==> src/ifsr_pkg.sv <==
// Package with register map, field layout and bus carriers for the flag block.
package ifsr_pkg;
   localparam int unsigned IFSR_AW = 8;
   localparam logic [7:0] IFSR_OFF_SERR = 8'h00;
   localparam logic [7:0] IFSR_OFF_CONV = 8'h04;
   localparam logic [7:0] IFSR_OFF_STAT = 8'h08;
   localparam logic [7:0] IFSR_OFF_MASK = 8'h0C;
   localparam int unsigned IFSR_SERR_BIT = 1;
   localparam int unsigned IFSR_CONV_LSB = 0;
   localparam int unsigned IFSR_NCONV = 5;
   localparam int unsigned IFSR_NEV = 6;
   localparam logic [15:0] IFSR_SERR_MASK = 16'h0002;
   localparam logic [15:0] IFSR_CONV_MASK = 16'h001F;
   localparam logic [15:0] IFSR_FLAG_RST = 16'h0000;
   localparam logic [5:0] IFSR_IRQ_RST = 6'h00;

   typedef struct packed {
      logic psel;
      logic penable;
      logic pwrite;
      logic [IFSR_AW-1:0] paddr;
      logic [31:0] pwdata;
   } ifsr_apb_req_t;

   typedef struct packed {
      logic pready;
      logic pslverr;
      logic [31:0] prdata;
   } ifsr_apb_rsp_t;
endpackage : ifsr_pkg

==> src/ifsr_flag.sv <==
// One sticky event flag with software write and set-over-clear priority.
`timescale 1ns/1ns
module ifsr_flag
   import ifsr_pkg::*;
(
   input wire logic pclk,
   input wire logic presetn,
   input wire logic ce,
   input wire logic event_in,
   input wire logic wr_en,
   input wire logic wr_val,
   output logic flag
);
   logic flag_r;

   // An event in the same cycle as a software write of 0 keeps the flag set.
   always_ff @(posedge pclk or negedge presetn) begin
      if (!presetn) begin
         flag_r <= IFSR_FLAG_RST[0];
      end else if (ce) begin
         if (event_in) begin
            flag_r <= 1'b1;
         end else if (wr_en) begin
            flag_r <= wr_val;
         end
      end
   end

   assign flag = flag_r;

   property p_set_holds;
      @(posedge pclk) disable iff (!presetn)
      (ce && event_in) |=> flag;
   endproperty
   a_set_holds: assert property (p_set_holds)
      else $error("Flag not set after event.");

   property p_sticky;
      @(posedge pclk) disable iff (!presetn)
      (flag && !(ce && wr_en && !wr_val)) |=> flag;
   endproperty
   a_sticky: assert property (p_sticky)
      else $error("Flag dropped without a clearing write.");
endmodule : ifsr_flag

==> src/ifsr_regs.sv <==
// APB register block holding the serial-error and conversion-done flags.
`timescale 1ns/1ns
module ifsr_regs
   import ifsr_pkg::*;
(
   input wire logic pclk,
   input wire logic presetn,
   input wire logic ce,
   input wire logic psel,
   input wire logic penable,
   input wire logic pwrite,
   input wire logic [IFSR_AW-1:0] paddr,
   input wire logic [31:0] pwdata,
   output logic [31:0] prdata,
   output logic pready,
   output logic pslverr,
   input wire logic serial_error_req,
   input wire logic [IFSR_NCONV-1:0] conv_done_req,
   output logic [15:0] serial_error_flag_status,
   output logic [15:0] converter_done_flag_status,
   output logic irq
);
   ifsr_apb_req_t req;
   ifsr_apb_rsp_t rsp;
   logic [IFSR_NEV-1:0] ev;
   logic [IFSR_NEV-1:0] flags;
   logic [IFSR_NEV-1:0] wr_en;
   logic [IFSR_NEV-1:0] wr_val;
   logic [IFSR_NEV-1:0] stat_r;
   logic [IFSR_NEV-1:0] mask_r;
   logic [31:0] prdata_r;
   logic [31:0] rd_nxt;
   logic wr_acc;
   logic rd_acc;

   function automatic logic hit(input logic [IFSR_AW-1:0] a,
                                input logic [7:0] off);
      return a == off;
   endfunction : hit

   function automatic logic mapped(input logic [IFSR_AW-1:0] a);
      return hit(a, IFSR_OFF_SERR) || hit(a, IFSR_OFF_CONV) ||
             hit(a, IFSR_OFF_STAT) || hit(a, IFSR_OFF_MASK);
   endfunction : mapped

   assign req = '{psel: psel, penable: penable, pwrite: pwrite,
                  paddr: paddr, pwdata: pwdata};
   assign wr_acc = ce && req.psel && req.penable && req.pwrite;
   assign rd_acc = ce && req.psel && !req.penable && !req.pwrite;
   assign ev = {serial_error_req, conv_done_req};

   // Index 5 is the serial error flag, 4..0 are pairs 6..2.
   genvar i;
   generate
      for (i = 0; i < IFSR_NEV; i++) begin : g_flag
         if (i == IFSR_NEV - 1) begin : g_serr
            assign wr_en[i] = wr_acc && hit(req.paddr, IFSR_OFF_SERR);
            assign wr_val[i] = req.pwdata[IFSR_SERR_BIT];
         end else begin : g_conv
            assign wr_en[i] = wr_acc && hit(req.paddr, IFSR_OFF_CONV);
            assign wr_val[i] = req.pwdata[IFSR_CONV_LSB + i];
         end
         ifsr_flag ifsr_flag_inst (
            .pclk(pclk),
            .presetn(presetn),
            .ce(ce),
            .event_in(ev[i]),
            .wr_en(wr_en[i]),
            .wr_val(wr_val[i]),
            .flag(flags[i])
         );
      end
   endgenerate

   // Unimplemented bits are tied low.
   always_comb begin
      serial_error_flag_status = 16'h0000;
      serial_error_flag_status[IFSR_SERR_BIT] = flags[IFSR_NEV-1];
      converter_done_flag_status = 16'h0000;
      converter_done_flag_status[IFSR_CONV_LSB +: IFSR_NCONV] =
         flags[IFSR_NCONV-1:0];
   end

   // Interrupt status: sticky on event, write one to clear, set wins.
   always_ff @(posedge pclk or negedge presetn) begin
      if (!presetn) begin
         stat_r <= IFSR_IRQ_RST;
      end else if (ce) begin
         if (wr_acc && hit(req.paddr, IFSR_OFF_STAT)) begin
            stat_r <= (stat_r & ~req.pwdata[IFSR_NEV-1:0]) | ev;
         end else begin
            stat_r <= stat_r | ev;
         end
      end
   end

   always_ff @(posedge pclk or negedge presetn) begin
      if (!presetn) begin
         mask_r <= IFSR_IRQ_RST;
      end else if (wr_acc && hit(req.paddr, IFSR_OFF_MASK)) begin
         mask_r <= req.pwdata[IFSR_NEV-1:0];
      end
   end

   assign irq = |(stat_r & mask_r);

   always_comb begin
      rd_nxt = 32'h00000000;
      if (hit(req.paddr, IFSR_OFF_SERR)) begin
         rd_nxt[15:0] = serial_error_flag_status;
      end else if (hit(req.paddr, IFSR_OFF_CONV)) begin
         rd_nxt[15:0] = converter_done_flag_status;
      end else if (hit(req.paddr, IFSR_OFF_STAT)) begin
         rd_nxt[IFSR_NEV-1:0] = stat_r;
      end else if (hit(req.paddr, IFSR_OFF_MASK)) begin
         rd_nxt[IFSR_NEV-1:0] = mask_r;
      end
   end

   // Read data is captured in the setup cycle and held through access.
   always_ff @(posedge pclk or negedge presetn) begin
      if (!presetn) begin
         prdata_r <= 32'h00000000;
      end else if (rd_acc) begin
         prdata_r <= rd_nxt;
      end
   end

   assign rsp.pready = ce;
   assign rsp.pslverr = req.psel && req.penable && !mapped(req.paddr);
   assign rsp.prdata = prdata_r;
   assign pready = rsp.pready;
   assign pslverr = rsp.pslverr;
   assign prdata = rsp.prdata;

   property p_serr_zero;
      @(posedge pclk) disable iff (!presetn)
      (serial_error_flag_status & ~IFSR_SERR_MASK) == 16'h0000;
   endproperty
   a_serr_zero: assert property (p_serr_zero)
      else $error("Serial register unimplemented bit set.");

   property p_serr_wr;
      @(posedge pclk) disable iff (!presetn)
      (wr_acc && hit(req.paddr, IFSR_OFF_SERR) && !serial_error_req)
         |=> serial_error_flag_status[IFSR_SERR_BIT] ==
             $past(req.pwdata[IFSR_SERR_BIT]);
   endproperty
   a_serr_wr: assert property (p_serr_wr)
      else $error("Serial flag write not stored.");

   property p_serr_set;
      @(posedge pclk) disable iff (!presetn)
      (ce && serial_error_req) |=> serial_error_flag_status[IFSR_SERR_BIT];
   endproperty
   a_serr_set: assert property (p_serr_set)
      else $error("Serial flag not set by request.");

   property p_conv_set;
      @(posedge pclk) disable iff (!presetn)
      ce |=> ((converter_done_flag_status[IFSR_NCONV-1:0] &
               $past(conv_done_req)) == $past(conv_done_req));
   endproperty
   a_conv_set: assert property (p_conv_set)
      else $error("Conversion flag not set by request.");

   property p_conv_zero;
      @(posedge pclk) disable iff (!presetn)
      (converter_done_flag_status & ~IFSR_CONV_MASK) == 16'h0000;
   endproperty
   a_conv_zero: assert property (p_conv_zero)
      else $error("Converter register unimplemented bit set.");

   property p_conv_clr;
      @(posedge pclk) disable iff (!presetn)
      (wr_acc && hit(req.paddr, IFSR_OFF_CONV) && conv_done_req == 5'h00 &&
       req.pwdata[4:0] == 5'h00)
         |=> converter_done_flag_status == 16'h0000;
   endproperty
   a_conv_clr: assert property (p_conv_clr)
      else $error("Conversion flags not cleared by write of zero.");

   property p_rd_zero_high;
      @(posedge pclk) disable iff (!presetn)
      (rd_acc && (hit(req.paddr, IFSR_OFF_SERR) ||
                  hit(req.paddr, IFSR_OFF_CONV)))
         |=> prdata[31:16] == 16'h0000 && prdata[15:5] == 11'h000;
   endproperty
   a_rd_zero_high: assert property (p_rd_zero_high)
      else $error("Read returned unimplemented bits.");

   property p_irq;
      @(posedge pclk) disable iff (!presetn)
      (ce && serial_error_req && mask_r[IFSR_NEV-1]) |=> irq;
   endproperty
   a_irq: assert property (p_irq)
      else $error("Interrupt not raised for unmasked serial error.");

   // A low clock enable must freeze every flag, status, mask and read word.
   property p_freeze;
      @(posedge pclk) disable iff (!presetn)
      !ce |=> $stable(flags) && $stable(stat_r) && $stable(mask_r) &&
              $stable(prdata_r);
   endproperty
   a_freeze: assert property (p_freeze)
      else $error("State changed while the clock enable was low.");

   property p_unmapped_wr;
      @(posedge pclk) disable iff (!presetn)
      (wr_acc && !mapped(req.paddr) && ev == 6'h00)
         |=> $stable(flags) && $stable(stat_r) && $stable(mask_r);
   endproperty
   a_unmapped_wr: assert property (p_unmapped_wr)
      else $error("Write to an unmapped address changed state.");

   property p_stat_set;
      @(posedge pclk) disable iff (!presetn)
      ce |=> ((stat_r & $past(ev)) == $past(ev));
   endproperty
   a_stat_set: assert property (p_stat_set)
      else $error("Interrupt status bit not set by its event.");

   property p_stat_w1c;
      @(posedge pclk) disable iff (!presetn)
      (wr_acc && hit(req.paddr, IFSR_OFF_STAT) && ev == 6'h00)
         |=> stat_r == ($past(stat_r) & ~$past(req.pwdata[IFSR_NEV-1:0]));
   endproperty
   a_stat_w1c: assert property (p_stat_w1c)
      else $error("Interrupt status not cleared by writing one.");

   property p_mask_wr;
      @(posedge pclk) disable iff (!presetn)
      (wr_acc && hit(req.paddr, IFSR_OFF_MASK))
         |=> mask_r == $past(req.pwdata[IFSR_NEV-1:0]);
   endproperty
   a_mask_wr: assert property (p_mask_wr)
      else $error("Mask write not stored.");

   property p_mask_hold;
      @(posedge pclk) disable iff (!presetn)
      !(wr_acc && hit(req.paddr, IFSR_OFF_MASK)) |=> $stable(mask_r);
   endproperty
   a_mask_hold: assert property (p_mask_hold)
      else $error("Mask changed without a mask write.");

   property p_irq_conv;
      @(posedge pclk) disable iff (!presetn)
      (ce && (conv_done_req & mask_r[IFSR_NCONV-1:0]) != 5'h00 &&
       !(wr_acc && hit(req.paddr, IFSR_OFF_MASK))) |=> irq;
   endproperty
   a_irq_conv: assert property (p_irq_conv)
      else $error("Interrupt not raised for unmasked conversion event.");

   property p_rd_serr;
      @(posedge pclk) disable iff (!presetn)
      (rd_acc && hit(req.paddr, IFSR_OFF_SERR))
         |=> prdata == {16'h0000, $past(serial_error_flag_status)};
   endproperty
   a_rd_serr: assert property (p_rd_serr)
      else $error("Serial register read returned a wrong word.");

   property p_rd_conv;
      @(posedge pclk) disable iff (!presetn)
      (rd_acc && hit(req.paddr, IFSR_OFF_CONV))
         |=> prdata == {16'h0000, $past(converter_done_flag_status)};
   endproperty
   a_rd_conv: assert property (p_rd_conv)
      else $error("Converter register read returned a wrong word.");

   property p_rd_unmapped;
      @(posedge pclk) disable iff (!presetn)
      (rd_acc && !mapped(req.paddr)) |=> prdata == 32'h00000000;
   endproperty
   a_rd_unmapped: assert property (p_rd_unmapped)
      else $error("Unmapped read returned a nonzero word.");

   property p_conv_wr;
      @(posedge pclk) disable iff (!presetn)
      (wr_acc && hit(req.paddr, IFSR_OFF_CONV) && conv_done_req == 5'h00)
         |=> converter_done_flag_status[IFSR_NCONV-1:0] ==
             $past(req.pwdata[IFSR_NCONV-1:0]);
   endproperty
   a_conv_wr: assert property (p_conv_wr)
      else $error("Conversion flag write not stored.");

   property p_serr_hold;
      @(posedge pclk) disable iff (!presetn)
      (!serial_error_req && !(wr_acc && hit(req.paddr, IFSR_OFF_SERR)))
         |=> $stable(serial_error_flag_status);
   endproperty
   a_serr_hold: assert property (p_serr_hold)
      else $error("Serial flag changed without request or write.");

   property p_conv_hold;
      @(posedge pclk) disable iff (!presetn)
      (conv_done_req == 5'h00 && !(wr_acc && hit(req.paddr, IFSR_OFF_CONV)))
         |=> $stable(converter_done_flag_status);
   endproperty
   a_conv_hold: assert property (p_conv_hold)
      else $error("Conversion flags changed without request or write.");
endmodule : ifsr_regs

==> config.mk <==
export PLATFORM = sky130hd
export DESIGN_NAME = ifsr_regs
export DESIGN_NICKNAME = d
export VERILOG_FILES = /design/src/ifsr_pkg.sv /design/src/ifsr_flag.sv /design/src/ifsr_regs.sv
export SDC_FILE = /design/constraint.sdc
export NUM_CORES = 1
export LEC_CHECK = 0
export ABC_CLOCK_PERIOD_IN_PS = 1600
export BUFFER_PORTS_ARGS = -buffer_cell sky130_fd_sc_hd__buf_2
export CAP_MARGIN = 0
export CORE_AREA = 2 2 55 83
export DETAILED_ROUTE_END_ITERATION = 12
export DIE_AREA = 0 0 57 85
export PLACE_DENSITY = 0.76
export SLEW_MARGIN = 5
export SYNTH_ARGS = -nofsm -noshare
export SYNTH_HDL_FRONTEND = slang
export SYNTH_SLANG_ARGS = --single-unit
==> constraint.sdc <==
create_clock -name pclk -period 1.6 [get_ports pclk]
set_clock_uncertainty 0.15 [all_clocks]
set_input_delay 0.08 -clock pclk [delete_from_list [all_inputs] [get_ports pclk]]
set_output_delay 0.08 -clock pclk [all_outputs]
set_load 0.05 [all_outputs]
Word-level counts from Yosys, hierarchy flattened --
Cells that the tools add are included.
Storage, ports and cells: bits in registers 34, bits in latches 0, RAM bits 0, memory bits (read-only) 0, input bits 52, memories 0
Cells by class: add/subtract/negate cells 0, $mul 0, div/mod/pow operators 0, magnitude comparators 0, eq/ne operators 3, shifts and indexed selects 0, mux-type cells 17, bitwise logic cells 5, reductions and logical operators 31
Operator list (number):
- $mux W6 | 5
- $eq A8 B4 Y1 const B | 2
- $and A6 B6 Y6 | 2
- $mux W1 | 12
- $or A6 B6 Y6 | 2
- $reduce_and A2 Y1 | 6
- $reduce_bool A2 Y1 | 6
- $logic_and A1 B1 Y1 | 11
- $eq A8 B3 Y1 const B | 1
- $logic_not A8 Y1 | 1
- $not A6 Y6 | 1
- $reduce_or A6 Y1 | 1
- $logic_not A1 Y1 | 3
- $logic_or A1 B1 Y1 | 3

Logic depth before layout (Yosys ltp) --
Gate-level depths: netlist of run 1.
depth in word-level cells 6, gate-level depth with buffers 7

By module --
From an unflattened synthesis of run 1, not the netlist that was laid out.
Second synthesis, totals: cell total of the unflattened synthesis 169, area, all modules 1744.2 um^2
By module, submodules not included:
- ifsr_regs | instances 1, cells each 139, area each 1406.3 um^2
- ifsr_flag | instances 6, cells each 5, area each 56.3 um^2

Least setup slack after synthesis of run 1 --
OpenSTA, ideal clock, no wires.
path type in2reg, start input port paddr[7], end register mask_r[0], arrival time 1.100 ns, data required time 1.325 ns, setup slack 0.226 ns, stages 5, cells stage by stage nor4_2 and2_1 buf_2 nand4_4 mux2_2
Between the ends: cells in the longest elaborated chain, start to end 2
Ends and longest elaborated chain:
- from (decl) | RTL line ifsr_regs.sv:12 | input wire logic [IFSR_AW-1:0] paddr,
- $eq A8 B4 Y1 | RTL line ifsr_regs.sv:38 | return a == off;
- $logic_and A1 B1 Y1 | RTL line ifsr_regs.sv:100 | end else if (wr_acc && hit(req.paddr, IFSR_OFF_MASK)) begin
- to (signal assigned) | RTL line ifsr_regs.sv:101 | mask_r <= req.pwdata[IFSR_NEV-1:0];
- to (decl) | RTL line ifsr_regs.sv:30 | logic [IFSR_NEV-1:0] mask_r;
Every way passes these cells. A chain may end at the register's enable or synchronous reset.

Final worst setup path of run 1 --
start input port paddr[7], end register g_flag[0].ifsr_flag_inst.flag_r
Between the ends: cells in the longest elaborated chain, start to end 4
Ends and longest elaborated chain:
- $eq A8 B3 Y1 | RTL line ifsr_regs.sv:38
- $logic_and A1 B1 Y1 | RTL line ifsr_regs.sv:60 | assign wr_en[i] = wr_acc && hit(req.paddr, IFSR_OFF_CONV);
- $reduce_bool A2 Y1 (no line)
- $reduce_and A2 Y1 (no line)
- to (signal assigned) | RTL line ifsr_flag.sv:19 | flag_r <= IFSR_FLAG_RST[0];
- to (signal assigned) | RTL line ifsr_flag.sv:24 | flag_r <= wr_val;
- to (decl) | RTL line ifsr_flag.sv:14 | logic flag_r;
Every way passes these cells.

==> impl_metrics.toml, run 1 <==
[outcome]
status = "complete, no violations"

[setup_path]
r2r-end = "g_flag[0].ifsr_flag_inst.flag$_DFFE_PN0P_"
critPathCaptureType = "register"
startpoint_type = "input port"
cp_max_fo = 10
reg2reg_depth = 3
reg2reg_from = "g_flag[0].ifsr_flag_inst.flag$_DFFE_PN0P_"
critical_path_arrival_ps = 1520
reg2reg_setup_slack_ps = 230
critPathRequiredTime_ps = 1600
critical_path_class = "input port to register"

[cells_and_area]
fin_nets = 278
final_area_sq_mm = 0.001899
area_delta_synth_final_pct = 15.00
drive_gt1_share_pct = 28.00
final_cell_mix = "conb_1, buf_2, nand2_1"
layout_commonest_cell = "conb_1"
antenna-diode-count = 0
final_util_pct = 45.92

[global_routing]
gr-total-overflow = 0
antenna_found_initial = 0
grt_pass1_vias = 1106
grt_max_degree = 25
grtUsageTotal_pct = 13.32
grt_pass1_wl_um = 5078

[logic_synthesis]
ys_types = 26
ys_ff_latch = 24
synth.cell_area_sq_mm = 0.001652
ys_seq_area_share_pct = 36.36
synth_area_per_cell_sq_um = 9.384
syn_inst = 176
yosys_warnings = 0

[power_and_ir_drop]
p_total_w = 0.001575
ir_worst_vdd_mv = 0.5513
cellPowerDensity_mw_per_mm2 = 829.1
leakagePower_nw = 0.9725

[job]
maxCapViolations = 0

[cts]
post-cts-setup-buffers = 0
insertion_delay_ps = 260
cts_buffer_depth = 2
cts_tree = "yes"
cts-root-buf = "clkbuf_8"
path_clk_slew_ps = 90
h-tree-depth = 1
cts_inserted_buffers = 3
clock_sinks = 24

[timing]
tightestPinTransition_ps = 508.1
slew_violations = 0
min_period_ps = 1517
fmax_mhz = 659.0
fin_crit_sh_pct = 94.84
hold_violations = 0
finalSetupViolations = 0
max_slew_margin_pct = 66.13

[min_path]
hold_end = "prdata[4]$_DFFE_PN0P_"
hold-path-cell-count = 4
hp-start = "pwrite"
worstHoldPathType = "input port to register"

[routing]
dr_total_vias = 1236
drt_wl_total_um = 3208
drt_pass1_iterations = 4
via_per_inst = 4.561
route.detailed.drc = 0
dr.first_iter.drc_count = 34
wl_per_cell_um = 11.84
detail-route-antenna-nets = 0

[floorplanning]
fp.dieW_um = 57
rows = 29
die_area_sq_mm = 0.004845
die_y_um = 85
ios = 119
fp.coreArea_sq_mm = 0.004136
initial_utilization_pct = 39.93

[placed_design]
place_area_sq_mm = 0.001658
portBuffers = 40
dp_hpwl_um = 2402
gp_congestion = 0.7706
[power by group]
part / leakage, nW / switching (W) / internal (W)
combinational: 0.664 / 0.000360 / 0.0000761
clock: 0.0357 / 0.000194 / 0.000334
sequential: 0.272 / 0.00000171 / 0.000609
total: 0.972 / 0.000556 / 0.00102
[worst max-delay path: stages]
cell and delay [ps]:
buf_2 110, nor4_4 300, nand4_1 120, buf_4 190, nand2_1 70, o211ai_1 80, dlygate4sd3_1 560
[repair_timing]
action	in CTS	in global routing
hold buffers	16	0
endpoints found under the hold margin	41	0
endpoints found under the setup margin	0	3
resized for setup	0	2
[synthesized netlist by cell type]
master / instances / area [sq um]
a22o_1: 7 / 61.31
a22oi_1: 7 / 52.55
a32o_1: 1 / 10.01
a41o_1: 1 / 10.01
and2_1: 1 / 6.260
and4_1: 2 / 17.52
buf_2: 6 / 30.03
buf_4: 59 / 442.9
clkbuf_1: 2 / 7.510
conb_1: 1 / 3.750
dfrtp_1: 24 / 600.6
inv_1: 1 / 3.750
mux2_2: 10 / 112.6
mux2i_1: 1 / 10.01
mux4_2: 1 / 22.52
nand2_1: 29 / 108.9
nand3_1: 2 / 10.01
nand4_1: 1 / 6.260
nand4_4: 1 / 21.27
nor2_1: 4 / 15.01
nor2b_1: 2 / 12.51
nor3_1: 1 / 5.000
nor4_2: 1 / 12.51
o211ai_1: 5 / 37.54
o21ai_0: 5 / 25.02
or3_1: 1 / 6.260
[layer usage]
metal | global-route usage (%) | routed length (um) | vias up
met5 | 0 | 0 | -
met3 | 3.049 | 277 | 4
met2 | 23.20 | 1655 | 71
met4 | 6.131 | 40 | 0
met1 | 15.15 | 1235 | 575
li1 | - | - | 586
[flip-flops by register name, summed over array words and instances (netlist names)]
name	cells
mask_r	6
prdata	6
g_flag.ifsr_flag_inst.flag	6
stat_r	6
[through the flow]
stage / std cells / hold slack, ps / TNS, ps / setup WS [ps]
6_report: 271 / 86.59 / 0 / 82.53
3_5_place_dp: 251 / -68.69 / 0 / 60.80
4_1_cts: 271 / 84.75 / 0 / 51.33
3_3_place_gp: 251 / -67.69 / 0 / 87.19
5_1_grt: 271 / 138.1 / -2.103 / -2.103
2_1_floorplan: 227 / -365.6 / 0 / 225.6
[worst max-delay path by stage]
stage                         from                                   endpoint
after floorplan           paddr[7]                      mask_r[0]$_DFFE_PN0P_
after global placement    paddr[7]                      mask_r[1]$_DFFE_PN0P_
after detailed placement  paddr[7]                      mask_r[4]$_DFFE_PN0P_
after CTS                 paddr[7]  g_flag[3].ifsr_flag_inst.flag$_DFFE_PN0P_
after global routing      paddr[7]  g_flag[2].ifsr_flag_inst.flag$_DFFE_PN0P_
final                     paddr[7]  g_flag[0].ifsr_flag_inst.flag$_DFFE_PN0P_
[area by class of cell]
cell class	count	area (sq um)
Sequential cell	24	600.6
Inverter	1	3.754
Timing Repair Buffer	61	397.9
Tap cell	46	57.56
Clock buffer	3	41.29
Fill cell	391	2237
Multi-Input combinational cell	135	768.2
Clock inverter	1	30.03
[cells by family (layout without fill, tap and decap cells)]
group                  count (synthesis)  in the layout  share of synthesized area, %
muxes                                 12             12                         8.788
other                                  1             52                        0.2271
and+or+nand+nor                       45             45                         13.41
buffers and inverters                 68             66                         29.32
AOI/OAI and AO/OA                     26             26                         11.89
DFF                                   24             24                         36.36
Power figures use the tool's default switching activity.
==> run 2, diff against run 1 <==
Settings changed: ABC_AREA set to 1, CORE_AREA 2 2 55 83 to 2 2 56 85, DIE_AREA 0 0 57 85 to 0 0 58 87, PLACE_DENSITY 0.76 to 0.75, SYNTH_HIERARCHICAL set to 1.
==> impl_metrics.toml, run 2 <==
[setup_path]
r2r-end = "stat_r[0]$_DFFE_PN0P_"
critPathRequiredTime_ps = 1600
crit_top_cell = "dlygate4sd3_1"
critPathCaptureType = "register"
critical_path_class = "input port to register"
reg2reg_setup_slack_ps = 120
cp_max_fo = 2
startpoint_type = "input port"
crit_chain = "dlygate4sd3_1 -> buf_2 -> inv_1 -> o21ai_1 -> nand2_1 -> dlygate4sd3_1"
crit_slowest_cell = "dlygate4sd3_1"
critical_path.top_delay_family = "buffers and inverters"
reg2reg_from = "stat_r[0]$_DFFE_PN0P_"
cp-startpoint = "pwdata[2]"
slowest_delay_ps = 550
reg2reg_depth = 4
crit_buf_inv = 4
critical_path_arrival_ps = 1530

[cts]
cts-root-buf = "clkbuf_8"
clock_sinks = 24
path_clk_slew_ps = 80
cts_buffer_depth = 2
cts_inserted_buffers = 3
cts_tree = "yes"
insertion_delay_ps = 260
h-tree-depth = 1

[power_and_ir_drop]
internal_power_w = 0.0008468
pwr-share-seq_pct = 43.7
leakagePower_nw = 1.102
comb_power_share_pct = 31.3
ir_worst_vdd_mv = 0.3888
p_clk_share_pct = 25.0
switchingPower_w = 0.0005504
p_total_w = 0.001397
switching_share_pct = 39.39
cellPowerDensity_mw_per_mm2 = 671.5

[floorplanning]
die_area_sq_mm = 0.005046
rows = 30
fp.dieW_um = 58
initial_utilization_pct = 40.14
ios = 119
fp.coreArea_sq_mm = 0.004354
die_y_um = 87

[routing]
drt_pass1_iterations = 4
detail-route-antenna-nets = 0
dr.first_iter.drc_count = 25
route.detailed.drc = 0
via_per_inst = 4.413
wl_per_cell_um = 10.28
drt_wl_total_um = 3536
dr_total_vias = 1518

[timing]
rsz0062_at_grt = "true"
max_slew_margin_pct = 64.80
min_period_ps = 1526
fmax_mhz = 655.4
tightestPinTransition_ps = 527.9
hold_violations = 0
finalSetupViolations = 0
fin_crit_sh_pct = 95.36
slew_violations = 0

[cells_and_area]
antenna-diode-count = 0
layout_commonest_cell = "nand2_1"
multi_input_area_sq_um = 889.6
final_cells = 344
nFillCells = 445
final_area_sq_mm = 0.002081
seq_area_sq_um = 600.6
final_cell_mix = "nand2_1, conb_1, buf_2"
area_delta_synth_final_pct = 19.04
fin_nets = 350
drive_gt1_share_pct = 26.01

[outcome]
status = "complete, no violations"

[logic_synthesis]
synth_commonest_cells = "nand2_1, buf_4, dfrtp_1, nand3_1, inv_1"
yosys_warnings = 6
synth_edf_count = 0
ys_seq_area_share_pct = 34.36
synth.cell_area_sq_mm = 0.001748
ys_ff_latch = 24
synth_area_per_cell_sq_um = 7.534
syn_inst = 232
yosys.cell_count.top_type = "nand2_1"
synthArstFlopShare_pct = 100.0
synth_ff_type = "dfrtp_1"
synth_area_leaders = "dfrtp_1, buf_4, nand2_1, nand3_1, o21ai_2"
synth_top_cell_by_area = "dfrtp_1"
yosys.area.top_type_share_pct = 34.36
ys_types = 18

[global_routing]
grt_max_degree = 25
grtUsageTotal_pct = 13.66
antenna_found_initial = 0
grt_pass1_wl_um = 5402
grt_pass1_vias = 1312
gr-total-overflow = 0

[min_path]
hp-start = "ce"
hold_end = "g_flag[5].ifsr_flag_inst/flag$_DFFE_PN0P_"
worstHoldPathType = "input port to register"
hold-path-cell-count = 3

[placed_design]
portBuffers = 40
dpl.cell_count = 319
place_area_sq_mm = 0.001805
dp_hpwl_um = 2688
gp_congestion = 0.8770

[job]
maxCapViolations = 0
## run 2: cell count changes in the layout (fill, tap and decap cells not counted), sizes merged, moves of 3 or more
cell,delta
nand2,+53
nor3,+6
mux2,-10
buf,+3
a22oi,-7
nand3,+22
o211ai,-5
o21ai,+7
inv,+13
a22o,-7
nor2,+7
## run 2: layout make-up
cell class | count | area share (%)
tap | 48 | 2.886
clock buffer | 3 | 1.984
multi-input combinational | 190 | 42.75
timing repair buffer | 65 | 20.99
inverter | 14 | 2.526
sequential | 24 | 28.86
## run 2: how the worst max path moves through the flow
stage / to / slack, ps / cells past startpoint
global placement: g_flag[2].ifsr_flag_inst/flag$_DFFE_PN0P_ / 200 / 9
floorplan: g_flag[0].ifsr_flag_inst/flag$_DFFE_PN0P_ / 40 / 8
global route: irq / -30 / 5
finish: stat_r[2]$_DFFE_PN0P_ / 70 / 6
CTS: irq / 7 / 5
detailed placement: g_flag[4].ifsr_flag_inst/flag$_DFFE_PN0P_ / 180 / 9
## run 2: tightest hold or removal path, cell delays in order
cell and delay (ps):
buf_2 150, nand2_1 70, nand3_1 70
## run 2: power groups by stage
stage | clock [W] | combinational (W) | sequential, W
global placement | 0 | 0.000402 | 0.000623
CTS | 0.000355 | 0.000434 | 0.000611
detailed placement | 0 | 0.000405 | 0.000623
finish | 0.000349 | 0.000438 | 0.000611
floorplan | 0 | 0.000429 | 0.000629
global route | 0.000375 | 0.000463 | 0.000611
## run 2: kinds of logic after synthesis
| group | synth area share [%] |
|---|---|
| AND/OR/NAND/NOR | 33.07 |
| buffers and inverters | 26.84 |
| flip-flops | 34.36 |
| AO/OA/AOI/OAI | 5.512 |
| other | 0.2145 |
## run 2: repair_timing
item	CTS	global route
endpoints found under the setup margin	1	3
hold endpoints to repair	47	0
gates cloned	0	0
buffers inserted	0	5
pin swaps	0	5
resized for setup	1	5
hold buffers	17	0
## run 2: metrics by stage
| stage | setup TNS [ps] | utilization [%] | setup slack (ps) | hold WS [ps] |
|---|---|---|---|---|
| global placement | 0 | 41.47 | 202.7 | -61.99 |
| global route | -28.09 | 47.79 | -28.09 | 16.75 |
| CTS | 0 | 46.38 | 7.244 | 7.779 |
| detailed placement | 0 | 41.47 | 176.9 | -59.65 |
| floorplan | 0 | - | 38.09 | -365.6 |
| finish | 0 | 47.79 | 74.28 | 2.541 |
## run 2: metal layers
| layer | track usage (%) | routed length [um] |
|---|---|---|
| met5 | 0 | 0 |
| met4 | 5.497 | 53 |
| met3 | 1.189 | 233 |
| met2 | 27.79 | 2053 |
| met1 | 13.50 | 1195 |
==> run 3, diff against run 2 <==
Settings changed: MAX_ROUTING_LAYER set to met4.
==> impl_metrics.toml, run 3 (synthesis gave the netlist of run 2 again) <==
[timing]
finalSetupViolations = 0
rsz0062_at_grt = "true"
min_period_ps = 1522
slew_violations = 0
max_slew_margin_pct = 64.77
hold_violations = 0
fin_crit_sh_pct = 95.11
fmax_mhz = 657.1
final.setup.tns_ps = 0
tightestPinTransition_ps = 528.5

[routing]
via_per_inst = 4.410
dr_total_vias = 1517
detail-route-antenna-nets = 0
drt_wl_total_um = 3531
wl_per_cell_um = 10.26
drt_pass1_iterations = 4
route.detailed.drc = 0
dr.first_iter.drc_count = 20

[power_and_ir_drop]
ir_worst_vdd_mv = 0.3932
leakagePower_nw = 1.102
cellPowerDensity_mw_per_mm2 = 671.5

[cts]
h-tree-depth = 1
path_clk_slew_ps = 80
cts_tree = "yes"
cts-root-buf = "clkbuf_8"
cts_buffer_depth = 2
cts_inserted_buffers = 3
clock_sinks = 24
insertion_delay_ps = 260

[global_routing]
grt_max_degree = 25
gr-total-overflow = 0
grt_pass1_wl_um = 5402
grt_pass1_vias = 1311
antenna_found_initial = 0
grtUsageTotal_pct = 14.05

[floorplanning]
initial_utilization_pct = 40.14
fp.dieW_um = 58
die_area_sq_mm = 0.005046
rows = 30
fp.coreArea_sq_mm = 0.004354
ios = 119
die_y_um = 87

[setup_path]
crit_top_cell = "dlygate4sd3_1"
crit_slowest_cell = "dlygate4sd3_1"
reg2reg_setup_slack_ps = 120
crit_chain = "dlygate4sd3_1 -> buf_2 -> inv_1 -> o21ai_1 -> nand2_1 -> dlygate4sd3_1"
slowest_delay_ps = 550
reg2reg_depth = 4
critPathCaptureType = "register"
reg2reg_from = "stat_r[0]$_DFFE_PN0P_"
critical_path.top_delay_family = "buffers and inverters"
critPathRequiredTime_ps = 1600
cp_max_fo = 2
critical_path_arrival_ps = 1520
crit_buf_inv = 4
startpoint_type = "input port"
critical_path_class = "input port to register"
r2r-end = "stat_r[0]$_DFFE_PN0P_"

[cells_and_area]
final_cell_mix = "nand2_1, conb_1, buf_2"
drive_gt1_share_pct = 26.01
antenna-diode-count = 0
layout_commonest_cell = "nand2_1"
area_delta_synth_final_pct = 19.04
fin_nets = 350
final_area_sq_mm = 0.002081

[min_path]
worstHoldPathType = "input port to register"
hold-path-cell-count = 3
hp-start = "ce"
hold_end = "g_flag[5].ifsr_flag_inst/flag$_DFFE_PN0P_"

[job]
maxCapViolations = 0

[placed_design]
dp_hpwl_um = 2688
place_area_sq_mm = 0.001805
gp_congestion = 0.8915
portBuffers = 40

[outcome]
status = "complete, no violations"
-- run 3: cell counts in the layout (fill, tap and decap cells not counted) --
No cell type changed its count.
-- run 3: through the flow --
step,total power (W),std cells,setup WS [ps],utilization [%],hold WS [ps]
2_1_floorplan,0.001057,283,38.09,-,-365.6
3_3_place_gp,0.001025,319,202.7,41.47,-61.99
3_5_place_dp,0.001028,319,176.9,41.47,-59.65
4_1_cts,0.001400,339,7.244,46.38,7.779
5_1_grt,0.001450,344,-28.08,47.79,16.76
6_report,0.001397,344,78.24,47.79,2.109
-- run 3: power by group --
group	switching, W	internal (W)	leakage, nW
logic	0.000368	0.0000697	0.808
clock network	0.000180	0.000168	0.0216
registers	0.00000204	0.000609	0.272
-- run 3: worst max-delay path by stage --
stage,startpoint,end,slack (ps),cells after the start
floorplan,ce,g_flag[0].ifsr_flag_inst/flag$_DFFE_PN0P_,40,8
CTS,stat_r[0]$_DFFE_PN0P_,irq,7,5
finish,pwdata[2],stat_r[2]$_DFFE_PN0P_,80,6
detailed placement,ce,g_flag[4].ifsr_flag_inst/flag$_DFFE_PN0P_,180,9
global placement,ce,g_flag[2].ifsr_flag_inst/flag$_DFFE_PN0P_,200,9
global route,stat_r[0]$_DFFE_PN0P_,irq,-30,5
-- run 3: worst register-to-register path, cell delays in order (launching register included) --
cell,delay (ps)
dfrtp_1,420
buf_4,150
o21ai_2,40
nand2_1,60
dlygate4sd3_1,560
-- run 3: layer usage --
metal | global-route usage (%) | up-vias | share of wire, %
met4 | 5.497 | 0 | 1.6
met1 | 13.50 | 685 | 34
met2 | 27.79 | 69 | 58
met3 | 1.189 | 5 | 6.0
li1 | - | 758 | -
met5 | - | - | 0
-- run 3: cell type report --
type | count | area (sq um)
well taps | 48 | 60.06
flip-flops and latches | 24 | 600.6
inverters | 14 | 52.55
clock buffers | 3 | 41.29
fillers | 445 | 2273
repair buffers | 65 | 436.7
multi-input cells | 190 | 889.6
-- run 3: timing repair --
item                                    in CTS  in global routing
hold buffers                                17                  0
gates resized for setup                      1                  5
endpoints found under the setup margin       1                  3
pin swaps                                    0                  5
hold endpoints to repair                    47                  0
setup buffers                                0                  5
